File: src/inc/dci_defs.svh
// Offsets, field positions and reset values of the daisy-chain interrupt logic
`ifndef DCI_DEFS_SVH
`define DCI_DEFS_SVH
// Register offsets (4-bit address)
`define DCI_OFS_MASTER 4'h0
`define DCI_OFS_SRC0 4'h1
`define DCI_OFS_SRC4 4'h5
`define DCI_OFS_VEC0 4'h6
`define DCI_OFS_VEC2 4'h8
`define DCI_OFS_CURVEC 4'h9
// Master control field positions
`define DCI_MC_GLOBAL_EN 0
`define DCI_MC_VEC_SUPPRESS 1
`define DCI_MC_BLOCK_LOWER 2
`define DCI_MC_MUX 3
// Source command/status fields
`define DCI_SC_PEND 0
`define DCI_SC_SERVICE 1
`define DCI_SC_ENABLE 2
`define DCI_SC_CMD_HI 6
`define DCI_SC_CMD_LO 4
// Source commands
`define DCI_CMD_NONE 3'h0
`define DCI_CMD_SET_PEND 3'h1
`define DCI_CMD_CLR_PEND 3'h2
`define DCI_CMD_CLR_IUS 3'h3
// Sizes and reset values
`define DCI_NSRC 5
`define DCI_NVEC 3
`define DCI_VEC_RST 8'h00
`define DCI_NO_VEC 8'hFF
// Source index by priority, highest first
`define DCI_SRC_CT3 3'h0
`define DCI_SRC_PA 3'h1
`define DCI_SRC_CT2 3'h2
`define DCI_SRC_PB 3'h3
`define DCI_SRC_CT1 3'h4
`endif

File: src/inc/dci_pkg.sv
// Types of the daisy-chain interrupt logic
package dci_pkg;
	// Master control bits
	typedef struct packed {
		logic mux_bus;
		logic block_lower_chain;
		logic vector_suppress;
		logic global_irq_enable;
	} dci_master_t;
	// Per-source flag vectors, index 0 highest priority
	typedef struct packed {
		logic [4:0] pending_flag;
		logic [4:0] under_service_flag;
		logic [4:0] source_mask_enable;
	} dci_flags_t;
	// Acknowledge sequence states
	typedef enum logic [1:0] {
		DCI_IDLE,
		DCI_SETTLE,
		DCI_SERVE
	} dci_state_t;
endpackage : dci_pkg

File: src/rtl/dci_chain.sv
// Internal daisy chain across the five sources
`timescale 1ns/10ps
`include "dci_defs.svh"
module dci_chain (
	input wire dci_pkg::dci_flags_t flags,
	input wire logic global_irq_enable,
	input wire logic chain_in,
	input wire logic ack_phase,
	output logic [4:0] req,
	output logic chain_out
);
	// Chain link into each source
	logic [5:0] link;
	assign link[0] = chain_in; // [RL24]
	genvar i;
	generate
		for (i = 0; i < `DCI_NSRC; i = i + 1) begin : g_stage
			// Unmasked: pending, enabled, master on, not in service
			logic unmasked;
			assign unmasked = flags.pending_flag[i] & flags.source_mask_enable[i]
				& global_irq_enable & ~flags.under_service_flag[i]; // [RL7] [RL9] [RL10]
			// Request only with a high chain input
			assign req[i] = unmasked & link[i]; // [RL11]
			// Service, or unmasked pending in an ack, pulls the chain low
			assign link[i+1] = link[i] & ~flags.under_service_flag[i]
				& ~(ack_phase & unmasked); // [RL9] [RL14] [RL24]
		end
	endgenerate
	assign chain_out = link[5]; // [RL1]
endmodule : dci_chain

File: src/rtl/dci_irq_logic.sv
// Daisy-chain interrupt logic: flags, chain, acknowledge and vector
// Behaviour
// RL1: fixed priority CT3, PA, CT2, PB, CT1
// RL2: chain input low blocks the request
// RL3: chain output low inhibits lower devices
// RL4: each source keeps pending, service, enable bits
// RL5: source event sets its pending flag
// RL6: software command can set pending flag
// RL7: disabled source still pends, never requests
// RL8: ack sets service flag of winner only
// RL9: service flag masks pending, holds chain low
// RL10: master enable off masks every source
// RL11: request needs all enables and chain high
// RL12: CPU answers request with acknowledge cycle
// RL13: chain settles before the data strobe
// RL14: unmasked pending pulls chain low in ack
// RL15: exactly one source is acknowledged
// RL16: no pending set during acknowledge
// RL17: multiplexed bus updates on address strobe fall
// RL18: separate strobes update only in idle
// RL19: external ack input is clock synchronous
// RL20: service flag cleared only by software write
// RL21: vector driven unless vector suppress set
// RL22: block lower chain forces chain output low
// RL23: blocked events are held, not lost
// RL24: internal chain links sources by priority
//
// Decided for this implementation: the placing of the registers and the strobed register port.
`timescale 1ns/10ps
`include "dci_defs.svh"
module dci_irq_logic (
	input wire logic sys_clk,
	input wire logic rst_n,
	input wire logic [3:0] reg_addr,
	input wire logic [7:0] reg_wdata,
	input wire logic reg_wr,
	input wire logic reg_rd,
	output logic [7:0] reg_rdata,
	input wire logic [4:0] src_event,
	input wire logic chain_enable_in,
	input wire logic irq_ack_cycle_n,
	input wire logic ack_input_n,
	input wire logic addr_strobe_n,
	input wire logic data_strobe_n,
	output logic chain_enable_out,
	output logic irq_request_n,
	output logic [7:0] vec_data,
	output logic vec_oe
);
	// Lowest set index, i.e. highest priority source
	function automatic logic [2:0] top_src(input logic [4:0] v);
		top_src = 3'h7;
		for (int k = `DCI_NSRC - 1; k >= 0; k--) begin
			if (v[k]) begin
				top_src = 3'(k);
			end
		end
	endfunction : top_src

	// Vector register that serves a source; counters share one
	function automatic logic [1:0] vec_sel(input logic [2:0] s);
		case (s)
			`DCI_SRC_PA: vec_sel = 2'h0;
			`DCI_SRC_PB: vec_sel = 2'h1;
			default: vec_sel = 2'h2;
		endcase
	endfunction : vec_sel

	dci_pkg::dci_master_t master; // Master control
	dci_pkg::dci_flags_t flags; // Per-source flags, packed view
	logic [4:0] pending; // Pending flags
	logic [4:0] in_service; // Service flags
	logic [4:0] src_enable; // Source enables
	dci_pkg::dci_state_t state; // Acknowledge sequence
	logic [7:0] vec_reg [`DCI_NVEC]; // Base vectors
	logic [4:0] ev_hold; // Events waiting for an update point
	logic [4:0] req; // Per-source requests
	logic chain_int; // Chain output of the lowest source
	logic [4:0] sync1; // First synchroniser stage
	logic [4:0] sync2; // Second synchroniser stage
	logic astb_prev; // Address strobe, one cycle older
	logic dstb_prev; // Data strobe, one cycle older
	logic cei_s; // Synchronised chain input
	logic ack_s; // Synchronised acknowledge, active high
	logic astb_fall; // Address strobe falling
	logic dstb_fall; // Data strobe falling
	logic upd_ok; // Pending flags may change now
	logic ack_phase; // Acknowledge in progress
	logic [4:0] sw_set; // Software set-pending command
	logic [4:0] sw_clr; // Software clear-pending command
	logic [4:0] sw_clr_ius; // Software clear-service command
	logic [4:0] ack_set; // Service flag set by acknowledge
	logic [2:0] win; // Winning source index
	logic [7:0] next_rdata; // Read mux output

	// One writer per flag vector; the chain sees them as one struct
	assign flags = {pending, in_service, src_enable};

	// Pins are asynchronous: two flops before anything reads them
	always_ff @(posedge sys_clk) begin
		if (!rst_n) begin
			sync1 <= 5'h1F;
			sync2 <= 5'h1F;
		end else begin
			sync1 <= {chain_enable_in, irq_ack_cycle_n, ack_input_n, addr_strobe_n, data_strobe_n};
			sync2 <= sync1;
		end
	end

	// Edge history, taken from the second stage only
	always_ff @(posedge sys_clk) begin
		if (!rst_n) begin
			astb_prev <= 1'b1;
			dstb_prev <= 1'b1;
		end else begin
			astb_prev <= sync2[1];
			dstb_prev <= sync2[0];
		end
	end

	assign cei_s = sync2[4];
	// Ack source depends on bus variant; the separate variant
	// expects ack_input_n timed to this clock
	assign ack_s = master.mux_bus ? ~sync2[3] : ~sync2[2]; // [RL19]
	assign astb_fall = astb_prev & ~sync2[1];
	assign dstb_fall = dstb_prev & ~sync2[0];
	assign ack_phase = (state != dci_pkg::DCI_IDLE);
	// Update points: strobe fall outside ack, or idle state
	assign upd_ok = master.mux_bus ? (astb_fall & ~ack_phase) // [RL17] [RL16]
		: (state == dci_pkg::DCI_IDLE); // [RL18] [RL16]

	// Software commands decoded per source
	genvar g;
	generate
		for (g = 0; g < `DCI_NSRC; g = g + 1) begin : g_cmd
			logic hit;
			assign hit = reg_wr && (reg_addr == `DCI_OFS_SRC0 + 4'(g));
			assign sw_set[g] = hit && (reg_wdata[`DCI_SC_CMD_HI:`DCI_SC_CMD_LO] == `DCI_CMD_SET_PEND);
			assign sw_clr[g] = hit && (reg_wdata[`DCI_SC_CMD_HI:`DCI_SC_CMD_LO] == `DCI_CMD_CLR_PEND);
			assign sw_clr_ius[g] = hit && (reg_wdata[`DCI_SC_CMD_HI:`DCI_SC_CMD_LO] == `DCI_CMD_CLR_IUS);
		end
	endgenerate

	// Chain through the five sources
	dci_chain u_chain (
		.flags(flags),
		.global_irq_enable(master.global_irq_enable),
		.chain_in(cei_s),
		.ack_phase(ack_phase),
		.req(req),
		.chain_out(chain_int)
	);

	// After settling only the winner still requests
	assign win = top_src(req); // [RL15]
	assign ack_set = (state == dci_pkg::DCI_SETTLE && dstb_fall) ? req : 5'h00; // [RL8] [RL13]

	// Acknowledge sequence: settle until the strobe, then serve
	always_ff @(posedge sys_clk) begin
		if (!rst_n) begin
			state <= dci_pkg::DCI_IDLE;
		end else begin
			case (state)
				dci_pkg::DCI_IDLE: begin
					if (ack_s) begin
						state <= dci_pkg::DCI_SETTLE; // [RL12]
					end
				end
				dci_pkg::DCI_SETTLE: begin
					// Chain resolves here; strobe closes it
					if (!ack_s) begin
						state <= dci_pkg::DCI_IDLE;
					end else if (dstb_fall) begin
						state <= dci_pkg::DCI_SERVE; // [RL13]
					end
				end
				dci_pkg::DCI_SERVE: begin
					if (!ack_s) begin
						state <= dci_pkg::DCI_IDLE;
					end
				end
				default: begin
					state <= dci_pkg::DCI_IDLE;
				end
			endcase
		end
	end

	// Events held until an update point; the drain clears the hold, a new event then goes straight to pending
	always_ff @(posedge sys_clk) begin
		if (!rst_n) begin
			ev_hold <= 5'h00;
		end else if (upd_ok) begin
			ev_hold <= 5'h00; // [RL23]
		end else begin
			ev_hold <= ev_hold | src_event | sw_set; // [RL23] [RL6]
		end
	end

	// Pending flags; a set in the same cycle wins over a clear
	always_ff @(posedge sys_clk) begin
		if (!rst_n) begin
			pending <= 5'h00;
		end else if (upd_ok) begin
			pending <= (pending & ~sw_clr) | ev_hold | src_event | sw_set; // [RL5] [RL6] [RL7]
		end else begin
			// Clears act at once; sets wait in the hold register
			pending <= pending & ~sw_clr;
		end
	end

	// Service flags: set by acknowledge, cleared only by software
	always_ff @(posedge sys_clk) begin
		if (!rst_n) begin
			in_service <= 5'h00;
		end else begin
			in_service <= (in_service & ~sw_clr_ius) | ack_set; // [RL8] [RL20]
		end
	end

	// Enables, master control and base vectors written by software
	always_ff @(posedge sys_clk) begin
		if (!rst_n) begin
			src_enable <= 5'h00;
			master <= '0;
			for (int k = 0; k < `DCI_NVEC; k++) begin
				vec_reg[k] <= `DCI_VEC_RST;
			end
		end else if (reg_wr) begin
			if (reg_addr == `DCI_OFS_MASTER) begin
				master.global_irq_enable <= reg_wdata[`DCI_MC_GLOBAL_EN];
				master.vector_suppress <= reg_wdata[`DCI_MC_VEC_SUPPRESS];
				master.block_lower_chain <= reg_wdata[`DCI_MC_BLOCK_LOWER];
				master.mux_bus <= reg_wdata[`DCI_MC_MUX];
			end
			for (int k = 0; k < `DCI_NSRC; k++) begin
				if (reg_addr == `DCI_OFS_SRC0 + 4'(k)) begin
					src_enable[k] <= reg_wdata[`DCI_SC_ENABLE]; // [RL4]
				end
			end
			for (int k = 0; k < `DCI_NVEC; k++) begin
				if (reg_addr == `DCI_OFS_VEC0 + 4'(k)) begin
					vec_reg[k] <= reg_wdata;
				end
			end
		end
	end

	// Request and chain pins, registered
	always_ff @(posedge sys_clk) begin
		if (!rst_n) begin
			irq_request_n <= 1'b1;
			chain_enable_out <= 1'b1;
		end else begin
			irq_request_n <= ~(|req); // [RL2] [RL11]
			chain_enable_out <= chain_int & ~master.block_lower_chain; // [RL3] [RL22]
		end
	end

	// Vector drive: from the strobe fall until the strobe or ack ends
	always_ff @(posedge sys_clk) begin
		if (!rst_n) begin
			vec_oe <= 1'b0;
			vec_data <= 8'h00;
		end else if (ack_set != 5'h00) begin
			// Service flag is set whether or not the vector is driven
			vec_oe <= ~master.vector_suppress; // [RL21]
			vec_data <= vec_reg[vec_sel(win)]; // [RL21]
		end else if (!ack_s || sync2[0]) begin
			vec_oe <= 1'b0;
		end
	end

	// Read mux; unmapped offsets read zero
	always_comb begin
		next_rdata = 8'h00;
		if (reg_addr == `DCI_OFS_MASTER) begin
			next_rdata = {4'h0, master};
		end else if (reg_addr >= `DCI_OFS_SRC0 && reg_addr <= `DCI_OFS_SRC4) begin
			next_rdata = {5'h00, flags.source_mask_enable[3'(reg_addr - `DCI_OFS_SRC0)],
				flags.under_service_flag[3'(reg_addr - `DCI_OFS_SRC0)],
				flags.pending_flag[3'(reg_addr - `DCI_OFS_SRC0)]};
		end else if (reg_addr >= `DCI_OFS_VEC0 && reg_addr <= `DCI_OFS_VEC2) begin
			next_rdata = vec_reg[2'(reg_addr - `DCI_OFS_VEC0)];
		end else if (reg_addr == `DCI_OFS_CURVEC) begin
			// Polled view: vector of the top unmasked request
			next_rdata = (req == 5'h00) ? `DCI_NO_VEC : vec_reg[vec_sel(win)];
		end
	end

	// Read data stand for one cycle after the strobe
	always_ff @(posedge sys_clk) begin
		if (!rst_n) begin
			reg_rdata <= 8'h00;
		end else if (reg_rd) begin
			reg_rdata <= next_rdata;
		end else begin
			reg_rdata <= 8'h00;
		end
	end

	// Checks on the logic above
	a_chain_in_low: assert property (@(posedge sys_clk) disable iff (!rst_n) // [RL2]
		!cei_s |=> irq_request_n) else $error("request with chain input low");
	a_lower_block: assert property (@(posedge sys_clk) disable iff (!rst_n) // [RL22]
		master.block_lower_chain |=> !chain_enable_out) else $error("chain out high while blocked");
	a_service_chain: assert property (@(posedge sys_clk) disable iff (!rst_n) // [RL9]
		(flags.under_service_flag != 5'h00) |=> !chain_enable_out) else $error("chain out high in service");
	a_master_off: assert property (@(posedge sys_clk) disable iff (!rst_n) // [RL10]
		!master.global_irq_enable |=> irq_request_n) else $error("request with master off");
	a_masked_quiet: assert property (@(posedge sys_clk) disable iff (!rst_n) // [RL7]
		((flags.pending_flag & flags.source_mask_enable & ~flags.under_service_flag) == 5'h00)
		|=> irq_request_n) else $error("request without unmasked pending");
	a_no_pend_ack: assert property (@(posedge sys_clk) disable iff (!rst_n) // [RL16]
		ack_phase |=> ((flags.pending_flag & ~$past(flags.pending_flag)) == 5'h00))
		else $error("pending set during acknowledge");
	a_one_winner: assert property (@(posedge sys_clk) disable iff (!rst_n) // [RL15]
		(state == dci_pkg::DCI_SETTLE) |-> $onehot0(req)) else $error("more than one winner");
	a_ius_winner: assert property (@(posedge sys_clk) disable iff (!rst_n) // [RL8]
		(state == dci_pkg::DCI_SETTLE && dstb_fall && !reg_wr)
		|=> (flags.under_service_flag == ($past(flags.under_service_flag) | $past(req))))
		else $error("service flag not set for winner");
	a_ius_sw_clear: assert property (@(posedge sys_clk) disable iff (!rst_n) // [RL20]
		(($past(flags.under_service_flag) & ~flags.under_service_flag) == 5'h00) || $past(reg_wr))
		else $error("service flag cleared without write");
	a_vector_drive: assert property (@(posedge sys_clk) disable iff (!rst_n) // [RL21]
		(ack_set != 5'h00) |=> (vec_oe == !$past(master.vector_suppress)))
		else $error("vector drive wrong at strobe");

	// Bus variant update points and held events
	a_mux_update: assert property (@(posedge sys_clk) disable iff (!rst_n) // [RL17]
		(master.mux_bus && !astb_fall) |=> ((flags.pending_flag & ~$past(flags.pending_flag)) == 5'h00))
		else $error("pending set without address strobe fall");
	a_idle_update: assert property (@(posedge sys_clk) disable iff (!rst_n) // [RL18]
		(!master.mux_bus && state != dci_pkg::DCI_IDLE)
		|=> ((flags.pending_flag & ~$past(flags.pending_flag)) == 5'h00))
		else $error("pending set outside idle");
	a_held_event: assert property (@(posedge sys_clk) disable iff (!rst_n) // [RL23]
		upd_ok |=> ((flags.pending_flag & $past(ev_hold)) == $past(ev_hold)))
		else $error("held event lost at update point");

	// Chain, request and vector values
	a_ack_chain: assert property (@(posedge sys_clk) disable iff (!rst_n) // [RL14]
		(ack_phase && req != 5'h00) |=> !chain_enable_out) else $error("chain out high with request in ack");
	a_request_low: assert property (@(posedge sys_clk) disable iff (!rst_n) // [RL11]
		(req != 5'h00) |=> !irq_request_n) else $error("no request with unmasked pending");
	a_vector_value: assert property (@(posedge sys_clk) disable iff (!rst_n) // [RL21]
		(ack_set != 5'h00 && !reg_wr) |=> (vec_data == vec_reg[vec_sel($past(win))]))
		else $error("vector data wrong at strobe");
endmodule : dci_irq_logic

File: config.mk
export PLATFORM = sky130hd
export DESIGN_NAME = dci_irq_logic
export DESIGN_NICKNAME = d
export VERILOG_FILES = /design/src/inc/dci_pkg.sv /design/src/rtl/dci_chain.sv /design/src/rtl/dci_irq_logic.sv
export VERILOG_INCLUDE_DIRS = /design/src /design/src/inc
export SDC_FILE = /design/constraint.sdc
export NUM_CORES = 1
export LEC_CHECK = 0
export BUFFER_PORTS_ARGS = -buffer_cell sky130_fd_sc_hd__buf_4
export CAP_MARGIN = 20
export CORE_MARGIN = 2
export CORE_UTILIZATION = 55
export DETAILED_ROUTE_END_ITERATION = 16
export PLACE_DENSITY = 0.76
export SYNTH_ARGS = -nofsm -noshare
export SYNTH_HDL_FRONTEND = slang
export SYNTH_SLANG_ARGS = --single-unit
File: constraint.sdc
create_clock -name sys_clk -period 6 [get_ports sys_clk]
set_clock_uncertainty 0.1 [all_clocks]
set_input_delay 0.3 -clock sys_clk [delete_from_list [all_inputs] [get_ports sys_clk]]
set_output_delay 0.3 -clock sys_clk [all_outputs]
set_load 0.02 [all_outputs]
Word-level counts from Yosys, hierarchy flattened:

Memory sizes are Yosys's and may differ from the RTL's. A register that Yosys moved wholly into a read port is not among the register bits.
Index checks and enable logic that the tools add are counted.

* add/subtract/negate cells: 2
* $mul: 0
* divide/modulo/power cells: 0
* order comparisons: 5
* equality and inequality tests: 19
* shift-type cells: 0
* mux-type cells: 50
* bitwise gates (word level): 72
* reductions and logical operators: 43

Operators by type and width (count)
* two-way mux 8 bit: 6
* AND 1 bit: 39
* bitwise OR 5 bit: 6
* logical AND 1 bit: 23
* two-way mux 2 bit: 11
* two-way mux 1 bit: 20
* NOT 1 bit: 20
* equality test 4 x 3 -> 1 bit, second input constant: 4
* AND reduction 2 bit: 7
* two-way mux 3 bit: 4
* AND 5 bit: 2
* two-way mux 5 bit: 2
* NOT 5 bit: 2
* binary-select mux 1 bit (select 3 bit): 3
* equality test 3 x 2 -> 1 bit, second input constant: 3
* equality test 4 x 2 -> 1 bit, second input constant: 2
* equality test 4 bit, second input constant: 2
* two-way mux 4 bit: 2
* equality test 3 x 1 -> 1 bit, second input constant: 2
* one-hot mux 2 bit (3 select lines): 1
* logical NOT 5 bit: 1
* nonzero test 5 bit: 1
* OR reduction 5 bit: 1
* equality test 4 x 1 -> 1 bit, second input constant: 1
* 21 further kinds: 26

* bits in registers: 49
* latch bits: 0
* bits in writable memories: 24
* ROM bits: 0
* bits of input ports: 26
* output and inout bits: 19
* memories kept: 1

Memories
* vec_reg: depth 3, width 8, read ports 3, clocked after Yosys merged registers in 1, write ports 3, line dci_irq_logic.sv:75 `` logic [7:0] vec_reg [`DCI_NVEC]; ``

Depth between registers and ports, before layout:

Gate-level depths: netlist of the first run.
An unclocked memory read counts as a cell.

* word-level depth: 30
* depth in mapped cells: 10
* depth with buffers taken out: 8

Hierarchy:

From an unflattened synthesis of the first run, not the netlist that was laid out.

* cell total of the unflattened synthesis: 384
* area total of the unflattened synthesis: 3772.4 um2

Modules (own cells, without submodules)
* dci_irq_logic: instances 1, cells an instance 363, area each 3639.7 um2, seq. area each 1861.8 um2
* dci_chain: instances 1, cells an instance 21, area each 132.6 um2, seq. area each 0.0 um2

Least setup slack after synthesis of the first run:

Ideal clock, no wire load.

* path kind: input -> register
* start point: input reg_addr[0]
* end point: register reg_rdata[3]
* library setup time: 0.133 ns
* arrival: 2.561 ns
* data required time: 5.767 ns
* setup slack: 3.206 ns
* cell stages on the path: 9
* cells stage by stage: buf_2 > buf_1 > inv_1 > ha_1 > or2_2 > a21oi_1 > o21ai_0 > a2111oi_4 > a2111oi_1

* cells in the longest elaborated chain, start to end: 5
* elaborated cells on any way between the ends: 14
* those cells by class: add/sub (1); order compare (4); eq/ne (1); mux (4); reduce/logical (3); memory (1)

RTL lines
* start, declared: line dci_irq_logic.sv:34 `input wire logic [3:0] reg_addr,`
* subtractor 2 bit (no source line), or another cell as far along
* memory read (3 x 8 bit), or another cell as far along
* two-way mux 8 bit: line dci_irq_logic.sv:283 `` end else if (reg_addr >= `DCI_OFS_VEC0 && reg_addr <= `DCI_OFS_VEC2) begin ``
* two-way mux 4 bit: line dci_irq_logic.sv:279 `` end else if (reg_addr >= `DCI_OFS_SRC0 && reg_addr <= `DCI_OFS_SRC4) begin ``
* two-way mux 4 bit (*): line dci_irq_logic.sv:277 `` if (reg_addr == `DCI_OFS_MASTER) begin ``
* end signal, assigned: line dci_irq_logic.sv:296 `reg_rdata <= next_rdata;`
* end, declared: line dci_irq_logic.sv:38 `output logic [7:0] reg_rdata,`

Every way passes the cells marked *; elsewhere a longest branch is shown, timed or not.
A chain may end at the register's enable or synchronous reset.

Worst setup path after layout of the first run:

* start point: register, netlist name master[0]
* end point: register reg_rdata[3]

* cells in the longest elaborated chain, start to end: 29
* elaborated cells on any way between the ends: 49
* those cells by class: eq/ne (2); mux (15); bitwise (30); reduce/logical (1); memory (1)

RTL lines
* AND 1 bit (2 in series): line dci_chain.sv:21 `& global_irq_enable & ~flags.under_service_flag[i];`
* AND 1 bit: line dci_chain.sv:26 `& ~(ack_phase & unmasked);`
* NOT 1 bit: line dci_chain.sv:26
* AND 1 bit: line dci_chain.sv:26
* AND 1 bit: line dci_chain.sv:25 `assign link[i+1] = link[i] & ~flags.under_service_flag[i]`
* AND 1 bit: line dci_chain.sv:26
* AND 1 bit: line dci_chain.sv:25
* AND 1 bit: line dci_chain.sv:26
* (+12 left out)
* two-way mux 2 bit: line dci_irq_logic.sv:279
* two-way mux 2 bit: line dci_irq_logic.sv:277
* memory read (3 x 8 bit)
* two-way mux 8 bit (*): line dci_irq_logic.sv:287 `` next_rdata = (req == 5'h00) ? `DCI_NO_VEC : vec_reg[vec_sel(win)]; ``
* two-way mux 8 bit (*): line dci_irq_logic.sv:285 `` end else if (reg_addr == `DCI_OFS_CURVEC) begin ``
* two-way mux 8 bit (*): line dci_irq_logic.sv:283
* two-way mux 4 bit (*): line dci_irq_logic.sv:279
* two-way mux 4 bit (*): line dci_irq_logic.sv:277

Every way passes the cells marked *; elsewhere a longest branch is shown, timed or not. The select of a mux whose other input is x is not followed.

==> impl_metrics.csv, run 1 <==
group,metric,value,unit
run_status,status,"complete, no violations",
route,detail-route-antenna-nets,0,
logic_synthesis,synth-edff-count,24,
route,drtPass1Iterations,5,
logic_synthesis,ys_async_sr_fraction,0,%
logic_synthesis,synth-simple-area-share,20.1,%
setup_path,setup.worst_path.class,"flip-flop to flip-flop",
worst_hold_path,hp-start,"irq_ack_cycle_n",
clocking,clk_latency,0.35,ns
clocking,ctsHoldBuffers,0,
timing,setup_viol,0,
timing,slew_viol_final,0,
finish,final_cell_mix,"57 x dfxtp_1, 44 x buf_4, 37 x nor2_1",
die,start_util,56.7,%
setup_path,crit_fanout,18,
timing,worstMarginPinSlew,0.884,ns
timing,whs,0.0256,ns
logic_synthesis,synthCells,380,
global_route,grt_remaining_overflow,0,
timing,finalCriticalPeriod,2.67,ns
logic_synthesis,synth_area,3850,um2
finish,register_area,1860,um2
global_route,grt_antenna_before_repair,0,
clocking,htreeDepth,3,
worst_hold_path,hp-class,"input pin to flip-flop",
route,remaining_drc_errors,0,
setup_path,worstPathCellList,"nor4bb_1 -> nand4_1 -> o31ai_4 -> a2111oi_4 -> a2111oi_1",
global_route,grt_pass1_vias,2798,
route,wl,8.46,mm
power_and_ir_drop,power.total,1.15,mW
route,drt_iter0_drc,216,
die,row_count,30,
die,die_area,7690,um2
placement,port_buffers,44,
setup_path,endpoint_kind,"flip-flop",
logic_synthesis,synth_mux_area_share,9.77,%
finish,multiInputGateArea,1900,um2
logic_synthesis,synth_compound_area_share,17.7,%
finish,diodes,0,
timing,setup_tns,0,ns
logic_synthesis,synth_top_family_by_area,"simple AND/OR/NAND/NOR gates",
setup_path,cp.required,6.13,ns
clocking,clock-sinks,81,
setup_path,crit_path_top_delay_cell,"o31ai_4",
logic_synthesis,syn_area_per_cell,10.1,um2
setup_path,rr_worst_depth,5,
timing,fmax,374,MHz
clocking,root_buffer,"clkbuf_8",
finish,largest_reg_flops,24,
timing,finalHoldViolCount,0,
logic_synthesis,ys_ff_latch,81,
clocking,cts_tree,"built",
die,die_y,87.7,um
finish,post-route-util,65.6,%
global_route,grt_usage,23.3,%
finish,layout.nets,447,
logic_synthesis,synth_ff_type,"dfxtp_1",
global_route,grt_max_degree,45,
logic_synthesis,synthDistinctLibCells,62,
route,via_count,2983,
timing,relSlewSlack,41.1,%
setup_path,r2r_slack,3.33,ns
finish,area_delta_synth_final,15.7,%
logic_synthesis,ys_warn_count,0,
worst_hold_path,hold_end,"sync1[3]",
logic_synthesis,synthAdderAreaFrac,1.30,%
logic_synthesis,synth_fp_nets,410,
finish,drive_above_1_share,18.2,%
setup_path,cp_data_arrival_time,2.81,ns
power_and_ir_drop,power.density,259,nW/um2
clocking,ctsResizeCount,0,
timing,timing.final.crit_share,44.6,%
die,die_x,87.7,um
logic_synthesis,synth_xor_area_share,0.454,%
setup_path,critPathMaxStageDelay,0.82,ns
placement,dpl.hpwl,6.27,mm
die,core_region_area,6790,um2
setup_path,r2r-end,"reg_rdata[3]",
power_and_ir_drop,peakVddDrop,0.000165,V
setup_path,r2r_start,"master[0]",
clocking,cts.clk_slew.worst_paths,0.09,ns
clocking,postCtsSetupBuffers,0,
job,max_cap_viol_count,0,
timing,rsz0062_at_grt,"no",
power_and_ir_drop,power.leakage,1.70,nW
setup_path,cp-start-kind,"flip-flop",
route,wl_per_cell,16.3,um
global_route,grt_pass1_wl,13.5,mm
worst_hold_path,min_delay_path_depth,2,
placement,place_congestion,0.935,
placement,place_area,4230,um2
route,vias_per_cell,5.76,
logic_synthesis,ys_seq_area_share,48.3,%
finish,n_fill_cell,543,
finish,fin_area,4460,um2
clocking,cts_buffers,9,
clocking,cts_max_path_buffers,2,
die,io_pins,45,
finish,layout_commonest_cell,"dfxtp_1",
==> power by group <==
| group | internal (mW) | switching [mW] | total (mW) |
|---|---|---|---|
| sequential | 0.583 | 0.0127 | 0.596 |
| combinational | 0.0424 | 0.0560 | 0.0984 |
| clock | 0.243 | 0.216 | 0.459 |
==> synthesized netlist by cell type, types with 2 or more instances <==
master     number  share of area [%]
buf_2           4               0.52
a211oi_1        8                1.6
o21ai_0        19                2.5
o221ai_1        3               0.68
nor2b_1        10                1.6
mux2i_1        26                6.8
inv_1           5               0.49
and4_1          3               0.68
o2111ai_1       2               0.45
o21a_1          5               0.97
o2bb2ai_1       5                1.1
nand2b_1       19                3.1
nand4_1         6               0.97
a21bo_2         2               0.52
and2_1          9                1.5
a21boi_0       12                2.3
a21oi_1        18                2.3
and3_1          3               0.49
or3_1           2               0.32
a22o_1          4               0.91
nand3b_1        2               0.39
clkbuf_1       12                1.2
nand3_1        10                1.3
nor2_1         37                3.6
mux2_2          3               0.88
dfxtp_1        57                 30
edfxtp_1       24                 19
ha_1            4                1.3
mux4_2          3                1.8
nand2_1        24                2.3
a31oi_1         3               0.49
nor3_1          6               0.78
==> worst max path at each step <==
stage | startpoint | to | slack (ns)
after floorplan | reg_addr[0] | reg_rdata[3] | 3.21
after global placement | reg_addr[0] | reg_rdata[3] | 3.30
after detailed placement | reg_addr[0] | reg_rdata[3] | 3.20
after CTS | master[0] | reg_rdata[3] | 3.34
after global routing | master[0] | reg_rdata[3] | 3.10
final | master[0] | reg_rdata[3] | 3.33
==> worst max-delay path: cells and delay by family, from the launching register on <==
family	cells	cell delay, ns
AND/OR/NAND/NOR	2	0.46
AO/OA/AOI/OAI	3	1.43
flip-flops	1	0.56
==> kinds of logic after synthesis <==
family          count (synthesis)
compound gates                 94
xor+xnor                        2
fa+ha+maj                       4
buf+inv                        23
flops                          81
mux                            33
simple gates                  143
==> routing by layer <==
metal,share of wire (%),track usage (%)
met5,0,0
met4,2.0,10.2
met3,4.4,3.68
met2,48,38.2
met1,45,30.7
==> stage by stage <==
step / setup WS, ns / cells
6_report: 3.33 / 518
3_5_place_dp: 3.20 / 502
2_1_floorplan: 3.21 / 380
3_3_place_gp: 3.30 / 502
4_1_cts: 3.34 / 518
5_1_grt: 3.10 / 518
==> final cells by class <==
cell class	instances	share of cell area, %
Multi-Input combinational cell	276	42.6
Sequential cell	81	41.8
Timing Repair Buffer	44	7.41
Clock buffer	9	2.78
Tap cell	96	2.69
Clock inverter	7	2.38
Inverter	5	0.421
(Power assumes the default switching activity.)
==> run 2: changes to the inputs <==
==> constraint.sdc (replaced) <==
create_clock -name sys_clk -period 2.54 [get_ports sys_clk]
set_clock_uncertainty 0.1 [all_clocks]
set_input_delay 0.127 -clock sys_clk [delete_from_list [all_inputs] [get_ports sys_clk]]
set_output_delay 0.127 -clock sys_clk [all_outputs]
set_load 0.02 [all_outputs]
==> run 2 against run 1 <==
Against the previous run: routed wire length rose by 11%; largest cell class unchanged; flip-flop and latch count did not move; fmax increased by 14%.
==> impl_metrics.csv, run 2 (synthesis results as in run 1) <==
group,metric,value,unit
run_status,status,"complete, no violations",
die,die_y,87.7,um
global_route,grt_pass1_vias,3088,
worst_hold_path,hp-start,"reg_wdata[4]",
setup_path,cp-start-kind,"flip-flop",
timing,timing.final.crit_share,92.2,%
setup_path,crit_path_top_delay_cell,"dfxtp_1",
power_and_ir_drop,seqPwrFrac,53.4,%
setup_path,r2r_slack,0.20,ns
setup_path,critPathTopFamily,"compound AO/OA/AOI/OAI gates",
placement,place_congestion,0.896,
timing,setup_tns,0,ns
finish,post-route-util,69.0,%
timing,layout_setup_ws,0.199,ns
route,detail-route-antenna-nets,0,
power_and_ir_drop,power.density,561,nW/um2
timing,worstMarginPinSlew,0.791,ns
power_and_ir_drop,power.leakage,1.81,nW
placement,port_buffers,44,
power_and_ir_drop,p_comb_share,10.2,%
clocking,clock-sinks,81,
setup_path,r2r-end,"vec_data[2]",
setup_path,critPathMaxStageDelay,0.37,ns
finish,drive_above_1_share,19.8,%
setup_path,setup.worst_path.class,"flip-flop to flip-flop",
die,start_util,56.7,%
timing,fmax,427,MHz
die,die_area,7690,um2
clocking,ctsResizeCount,0,
route,remaining_drc_errors,0,
finish,area_delta_synth_final,21.6,%
timing,relSlewSlack,46.8,%
power_and_ir_drop,p_switching,670,uW
finish,layout.nets,475,
route,via_count,3113,
timing,finalHoldViolCount,0,
setup_path,cp_data_arrival_time,2.50,ns
clocking,cts.clk_slew.worst_paths,0.09,ns
die,core_region_area,6790,um2
die,die_x,87.7,um
global_route,grt_pass1_wl,15.3,mm
clocking,ctsHoldBuffers,15,
clocking,postCtsSetupBuffers,0,
power_and_ir_drop,peakVddDrop,0.000357,V
finish,diodes,0,
setup_path,worstPathCellList,"a222oi_1 -> buf_4 -> a21oi_1 -> nor3_1 -> nor3_2 -> buf_4 -> o21a_1 -> a22o_1",
die,row_count,30,
route,vias_per_cell,5.70,
route,drtPass1Iterations,7,
clocking,cts_buffers,9,
timing,setup_viol,0,
clocking,cts_max_path_buffers,2,
die,io_pins,45,
clocking,htreeDepth,3,
clocking,clk_latency,0.36,ns
setup_path,crit_fanout,12,
global_route,grt_remaining_overflow,0,
power_and_ir_drop,netSwitchingFraction,25.5,%
clocking,root_buffer,"clkbuf_8",
setup_path,rr_worst_depth,8,
placement,dpl.hpwl,6.94,mm
power_and_ir_drop,clkPwrFrac,36.4,%
global_route,grt_max_degree,39,
timing,rsz0062_at_grt,"no",
finish,layout_commonest_cell,"dfxtp_1",
finish,final_cell_mix,"57 x dfxtp_1, 56 x buf_4, 37 x nor2_1",
worst_hold_path,min_delay_path_depth,2,
global_route,grt_usage,26.3,%
setup_path,crit_top_cell,"buf_4",
global_route,grt_antenna_before_repair,0,
setup_path,path_buf_inv,2,
setup_path,r2r_start,"src_enable[0]",
job,max_cap_viol_count,0,
finish,largest_reg_flops,24,
worst_hold_path,hold_end,"vec_reg[0][4]",
worst_hold_path,hp-class,"input pin to flip-flop",
power_and_ir_drop,internal-power,1.96,mW
timing,slew_viol_final,0,
route,wl,9.41,mm
placement,dp_worst_setup_slack,0.229,ns
setup_path,cp.required,2.70,ns
clocking,cts_tree,"built",
route,wl_per_cell,17.2,um
route,drt_iter0_drc,283,
timing,finalCriticalPeriod,2.34,ns
setup_path,endpoint_kind,"flip-flop",
==> run 2: cell count changes in the layout (fill, tap and decap cells not counted) <==
| cell | previous run | this run |
|---|---|---|
| buf_4 | 44 | 56 |
| inv_8 | 1 | 0 |
| clkinvlp_4 | 0 | 1 |
| dlygate4sd3_1 | 0 | 15 |
| clkinv_1 | 0 | 1 |
| bufinv_16 | 2 | 1 |
| clkinv_4 | 0 | 2 |
| inv_6 | 4 | 2 |
| buf_12 | 0 | 1 |
==> run 2: cell type report <==
class	count	area, um2
fillers	532	2100
multi-input cells	276	1900
flip-flops and latches	81	1860
repair buffers	72	591
clock buffers	9	124
well taps	96	120
clock inverters	7	76.3
inverters	5	18.8
==> run 2: worst max path at each step <==
stage                        from           end  slack, ns  depth (start not counted)
global route        src_enable[0]   vec_data[2]       0.02                          8
finish              src_enable[0]   vec_data[2]       0.20                          8
detailed placement  src_enable[0]   vec_data[2]       0.23                          8
global placement    src_enable[0]   vec_data[2]       0.25                          8
CTS                 src_enable[0]   vec_data[2]       0.21                          8
floorplan             reg_addr[0]  reg_rdata[3]       0.11                          9
==> run 2: stage by stage <==
step | power (mW) | std cells | hold WS (ns) | cell area (um2)
2_1_floorplan | 1.58 | 380 | 0.128 | 3860
3_3_place_gp | 1.68 | 515 | 0.210 | 4340
3_5_place_dp | 1.68 | 515 | 0.215 | 4340
4_1_cts | 2.65 | 546 | 0.00516 | 4690
5_1_grt | 2.73 | 546 | 0.0212 | 4690
6_report | 2.63 | 546 | 0.0178 | 4690
==> run 2: routing by layer <==
| metal | vias up | routed length (um) | track usage [%] |
|---|---|---|---|
| li1 | 1530 | - | - |
| met1 | 1481 | 4140 | 32.8 |
| met2 | 86 | 4680 | 44.1 |
| met3 | 16 | 352 | 4.52 |
| met4 | 0 | 229 | 13.3 |
| met5 | - | 0 | 0 |
==> run 2: power groups by stage <==
stage | Sequential (mW) | Combinational [mW] | Clock [mW]
after global placement | 1.44 | 0.240 | 0
final | 1.41 | 0.267 | 0.959
after global routing | 1.41 | 0.294 | 1.03
after floorplan | 1.43 | 0.149 | 0
after CTS | 1.41 | 0.266 | 0.975
after detailed placement | 1.44 | 0.246 | 0
==> run 3: changes to the inputs <==
--- a/config.mk
+++ b/config.mk
@@ -14,4 +14,5 @@
 export PLACE_DENSITY = 0.76
 export SYNTH_ARGS = -nofsm -noshare
 export SYNTH_HDL_FRONTEND = slang
+export SYNTH_HIERARCHICAL = 1
 export SYNTH_SLANG_ARGS = --single-unit
==> constraint.sdc (replaced) <==
create_clock -name sys_clk -period 2.7 [get_ports sys_clk]
set_clock_uncertainty 0.1 [all_clocks]
set_input_delay 0.135 -clock sys_clk [delete_from_list [all_inputs] [get_ports sys_clk]]
set_output_delay 0.135 -clock sys_clk [all_outputs]
set_load 0.02 [all_outputs]
==> run 3 against run 2 <==
Against the previous run: core utilization decreased by 0.38 points; power down 3.7%; largest power group unchanged; largest cell class is now sequential cells; critical path depth is 1 higher; global-route usage down 1.6 points; critical path type unchanged; highest routed layer unchanged; non-clock buffer count fell by 4.
==> impl_metrics.csv, run 3 <==
group,metric,value,unit
clocking,cts.clk_slew.worst_paths,0.08,ns
timing,fmax,371,MHz
logic_synthesis,ys_seq_area_share,49.4,%
setup_path,cp-start-kind,"flip-flop",
route,dr_wl_met3,595,um
power_and_ir_drop,power.density,549,nW/um2
logic_synthesis,synth_fp_nets,415,
route,remaining_drc_errors,0,
clocking,cts_tree,"built",
route,detail-route-antenna-nets,0,
finish,drive_above_1_share,22.0,%
setup_path,crit_fanout,5,
global_route,grt_max_degree,53,
logic_synthesis,synthCells,384,
timing,relSlewSlack,58.8,%
route,wl_per_cell,17.0,um
power_and_ir_drop,power.total,2.53,mW
route,topRoutingLayerUsed,"met4",
die,core_region_area,6720,um2
route,via_count,3180,
die,start_util,56.1,%
global_route,grt_usage,24.7,%
timing,rsz0062_at_grt,"yes",
logic_synthesis,synth_area,3770,um2
timing,finalHoldViolCount,0,
clocking,clock-sinks,81,
finish,n_fill_cell,520,
placement,port_buffers,44,
clocking,clk_latency,0.35,ns
route,vias_per_cell,5.96,
finish,diodes,0,
power_and_ir_drop,power.leakage,1.78,nW
setup_path,crit_path_top_delay_cell,"or4b_4",
timing,worstMarginPinSlew,0.616,ns
clocking,cts_buffers,9,
die,die_x,86.8,um
clocking,root_buffer,"clkbuf_8",
run_status,status,"complete, no violations",
placement,dpl.hpwl,6.29,mm
timing,slew_viol_final,0,
setup_path,setup.worst_path.class,"flip-flop to flip-flop",
finish,largest_reg_flops,24,
finish,layout.nets,480,
job,max_cap_viol_count,0,
worst_hold_path,hp-class,"input pin to flip-flop",
clocking,htreeDepth,3,
logic_synthesis,syn_area_per_cell,9.82,um2
route,drtPass1Iterations,6,
worst_hold_path,hp-start,"reg_wdata[5]",
setup_path,endpoint_kind,"flip-flop",
timing,finalCriticalPeriod,2.69,ns
global_route,grt_antenna_before_repair,0,
global_route,grt_pass1_wl,14.2,mm
logic_synthesis,synth.area.top_cells,"dfxtp_1 30%, edfxtp_1 19%, nand2_1 5.0%",
setup_path,cp_data_arrival_time,2.83,ns
logic_synthesis,yosysMostFrequentCell,"dfxtp_1",
logic_synthesis,synth_ff_type,"dfxtp_1",
setup_path,r2r_start,"state[1]",
logic_synthesis,ys_async_sr_fraction,0,%
setup_path,cp.required,2.83,ns
die,io_pins,45,
route,wl_met1,3.94,mm
logic_synthesis,yosys-top-cells-count,"57 x dfxtp_1, 50 x nand2_1, 35 x nor2_1",
global_route,grt_pass1_vias,2911,
die,die_area,7540,um2
logic_synthesis,synthDistinctLibCells,63,
logic_synthesis,synth_top_area_share,30.2,%
die,die_y,86.8,um
logic_synthesis,ys_warn_count,6,
finish,final_cell_mix,"57 x dfxtp_1, 54 x buf_4, 50 x nand2_1",
placement,place_congestion,0.941,
finish,area_delta_synth_final,22.3,%
setup_path,crit_start,"state[1]",
logic_synthesis,ys_ff_latch,81,
timing,setup_viol,0,
route,wl_met2,4.34,mm
clocking,cts_max_path_buffers,2,
power_and_ir_drop,peakVddDrop,0.000304,V
setup_path,critPathMaxStageDelay,0.54,ns
logic_synthesis,synth-edff-count,24,
route,drt_iter0_drc,278,
timing,whs,0.0356,ns
timing,timing.final.crit_share,99.8,%
setup_path,worstPathCellList,"or2_2 -> a41oi_2 -> o211ai_2 -> nor3_4 -> or4b_4 -> nor2_2 -> a31oi_2 -> a221oi_1 -> o32ai_1",
die,row_count,30,
route,wl,9.09,mm
global_route,grt_remaining_overflow,0,
logic_synthesis,post-synth-top-area-cell,"dfxtp_1",
finish,layout_commonest_cell,"dfxtp_1",
## run 3: cells by family (layout without fill, tap and decap cells)
logic type | count (synthesis) | in the layout | synth area share (%)
simple gates | 170 | 171 | 23.2
xor+xnor | 1 | 1 | 0.431
compound gates | 88 | 88 | 16.8
fa+ha+maj | 5 | 5 | 1.66
flops | 81 | 81 | 49.4
buf+inv | 23 | 92 | 3.22
mux | 16 | 16 | 5.34
## run 3: area by class of cell
type / count / area, um2 / area share, %
inverter: 8 / 30.0 / 0.651
timing repair buffer: 68 / 546 / 11.8
clock buffer: 11 / 163 / 3.53
clock inverter: 5 / 58.8 / 1.28
tap: 80 / 100 / 2.17
multi-input combinational: 281 / 1850 / 40.2
sequential: 81 / 1860 / 40.4
## run 3: final timing paths
| path | end | slack (ns) | cells past startpoint |
|---|---|---|---|
| max | reg_rdata[1] | 0.006 | 9 |
| min reg2reg | sync2[3] | 0.31 | 1 |
| max reg2reg | reg_rdata[1] | 0.006 | 9 |
| min | vec_reg[2][5] | 0.04 | 2 |
## run 3: where the power goes
group          internal (mW)  total (mW)  switching, mW
Combinational          0.113       0.247          0.134
Clock                  0.512       0.961          0.448
Sequential              1.30        1.33         0.0289
## run 3: timing repair
| action | 4_1_cts | 5_1_grt |
|---|---|---|
| setup endpoints to repair | 1 | 14 |
| endpoints found under the hold margin | 16 | 0 |
| gates cloned | 0 | 1 |
| resized for setup | 0 | 13 |
| hold buffers | 14 | 0 |
| pin swaps | 0 | 1 |
| setup buffers | 1 | 1 |
## run 3: critical path, delay by kind of cell, from the launching register on
| kind | cells | cell delay (ns) |
|---|---|---|
| AO/OA/AOI/OAI | 5 | 0.89 |
| AND/OR/NAND/NOR | 4 | 1.25 |
| flip-flops | 1 | 0.34 |
## run 3: metrics by stage
step	setup TNS (ns)	setup WS [ns]	instance area [um2]	utilization (%)	cells
6_report	0	0.00552	4610	68.6	534
5_1_grt	-0.669	-0.112	4610	68.6	534
4_1_cts	0	0.0260	4540	67.6	532
3_5_place_dp	0	0.00804	4170	62.1	501
3_3_place_gp	0	0.106	4170	62.1	501
2_1_floorplan	0	0.0903	3770	-	384
## run 3: layer usage
layer | vias to the layer above | GRT usage (%)
li1 | 1508 | -
met1 | 1502 | 32.9
met2 | 146 | 40.0
met3 | 24 | 4.76
met4 | 0 | 8.95
met5 | - | 0
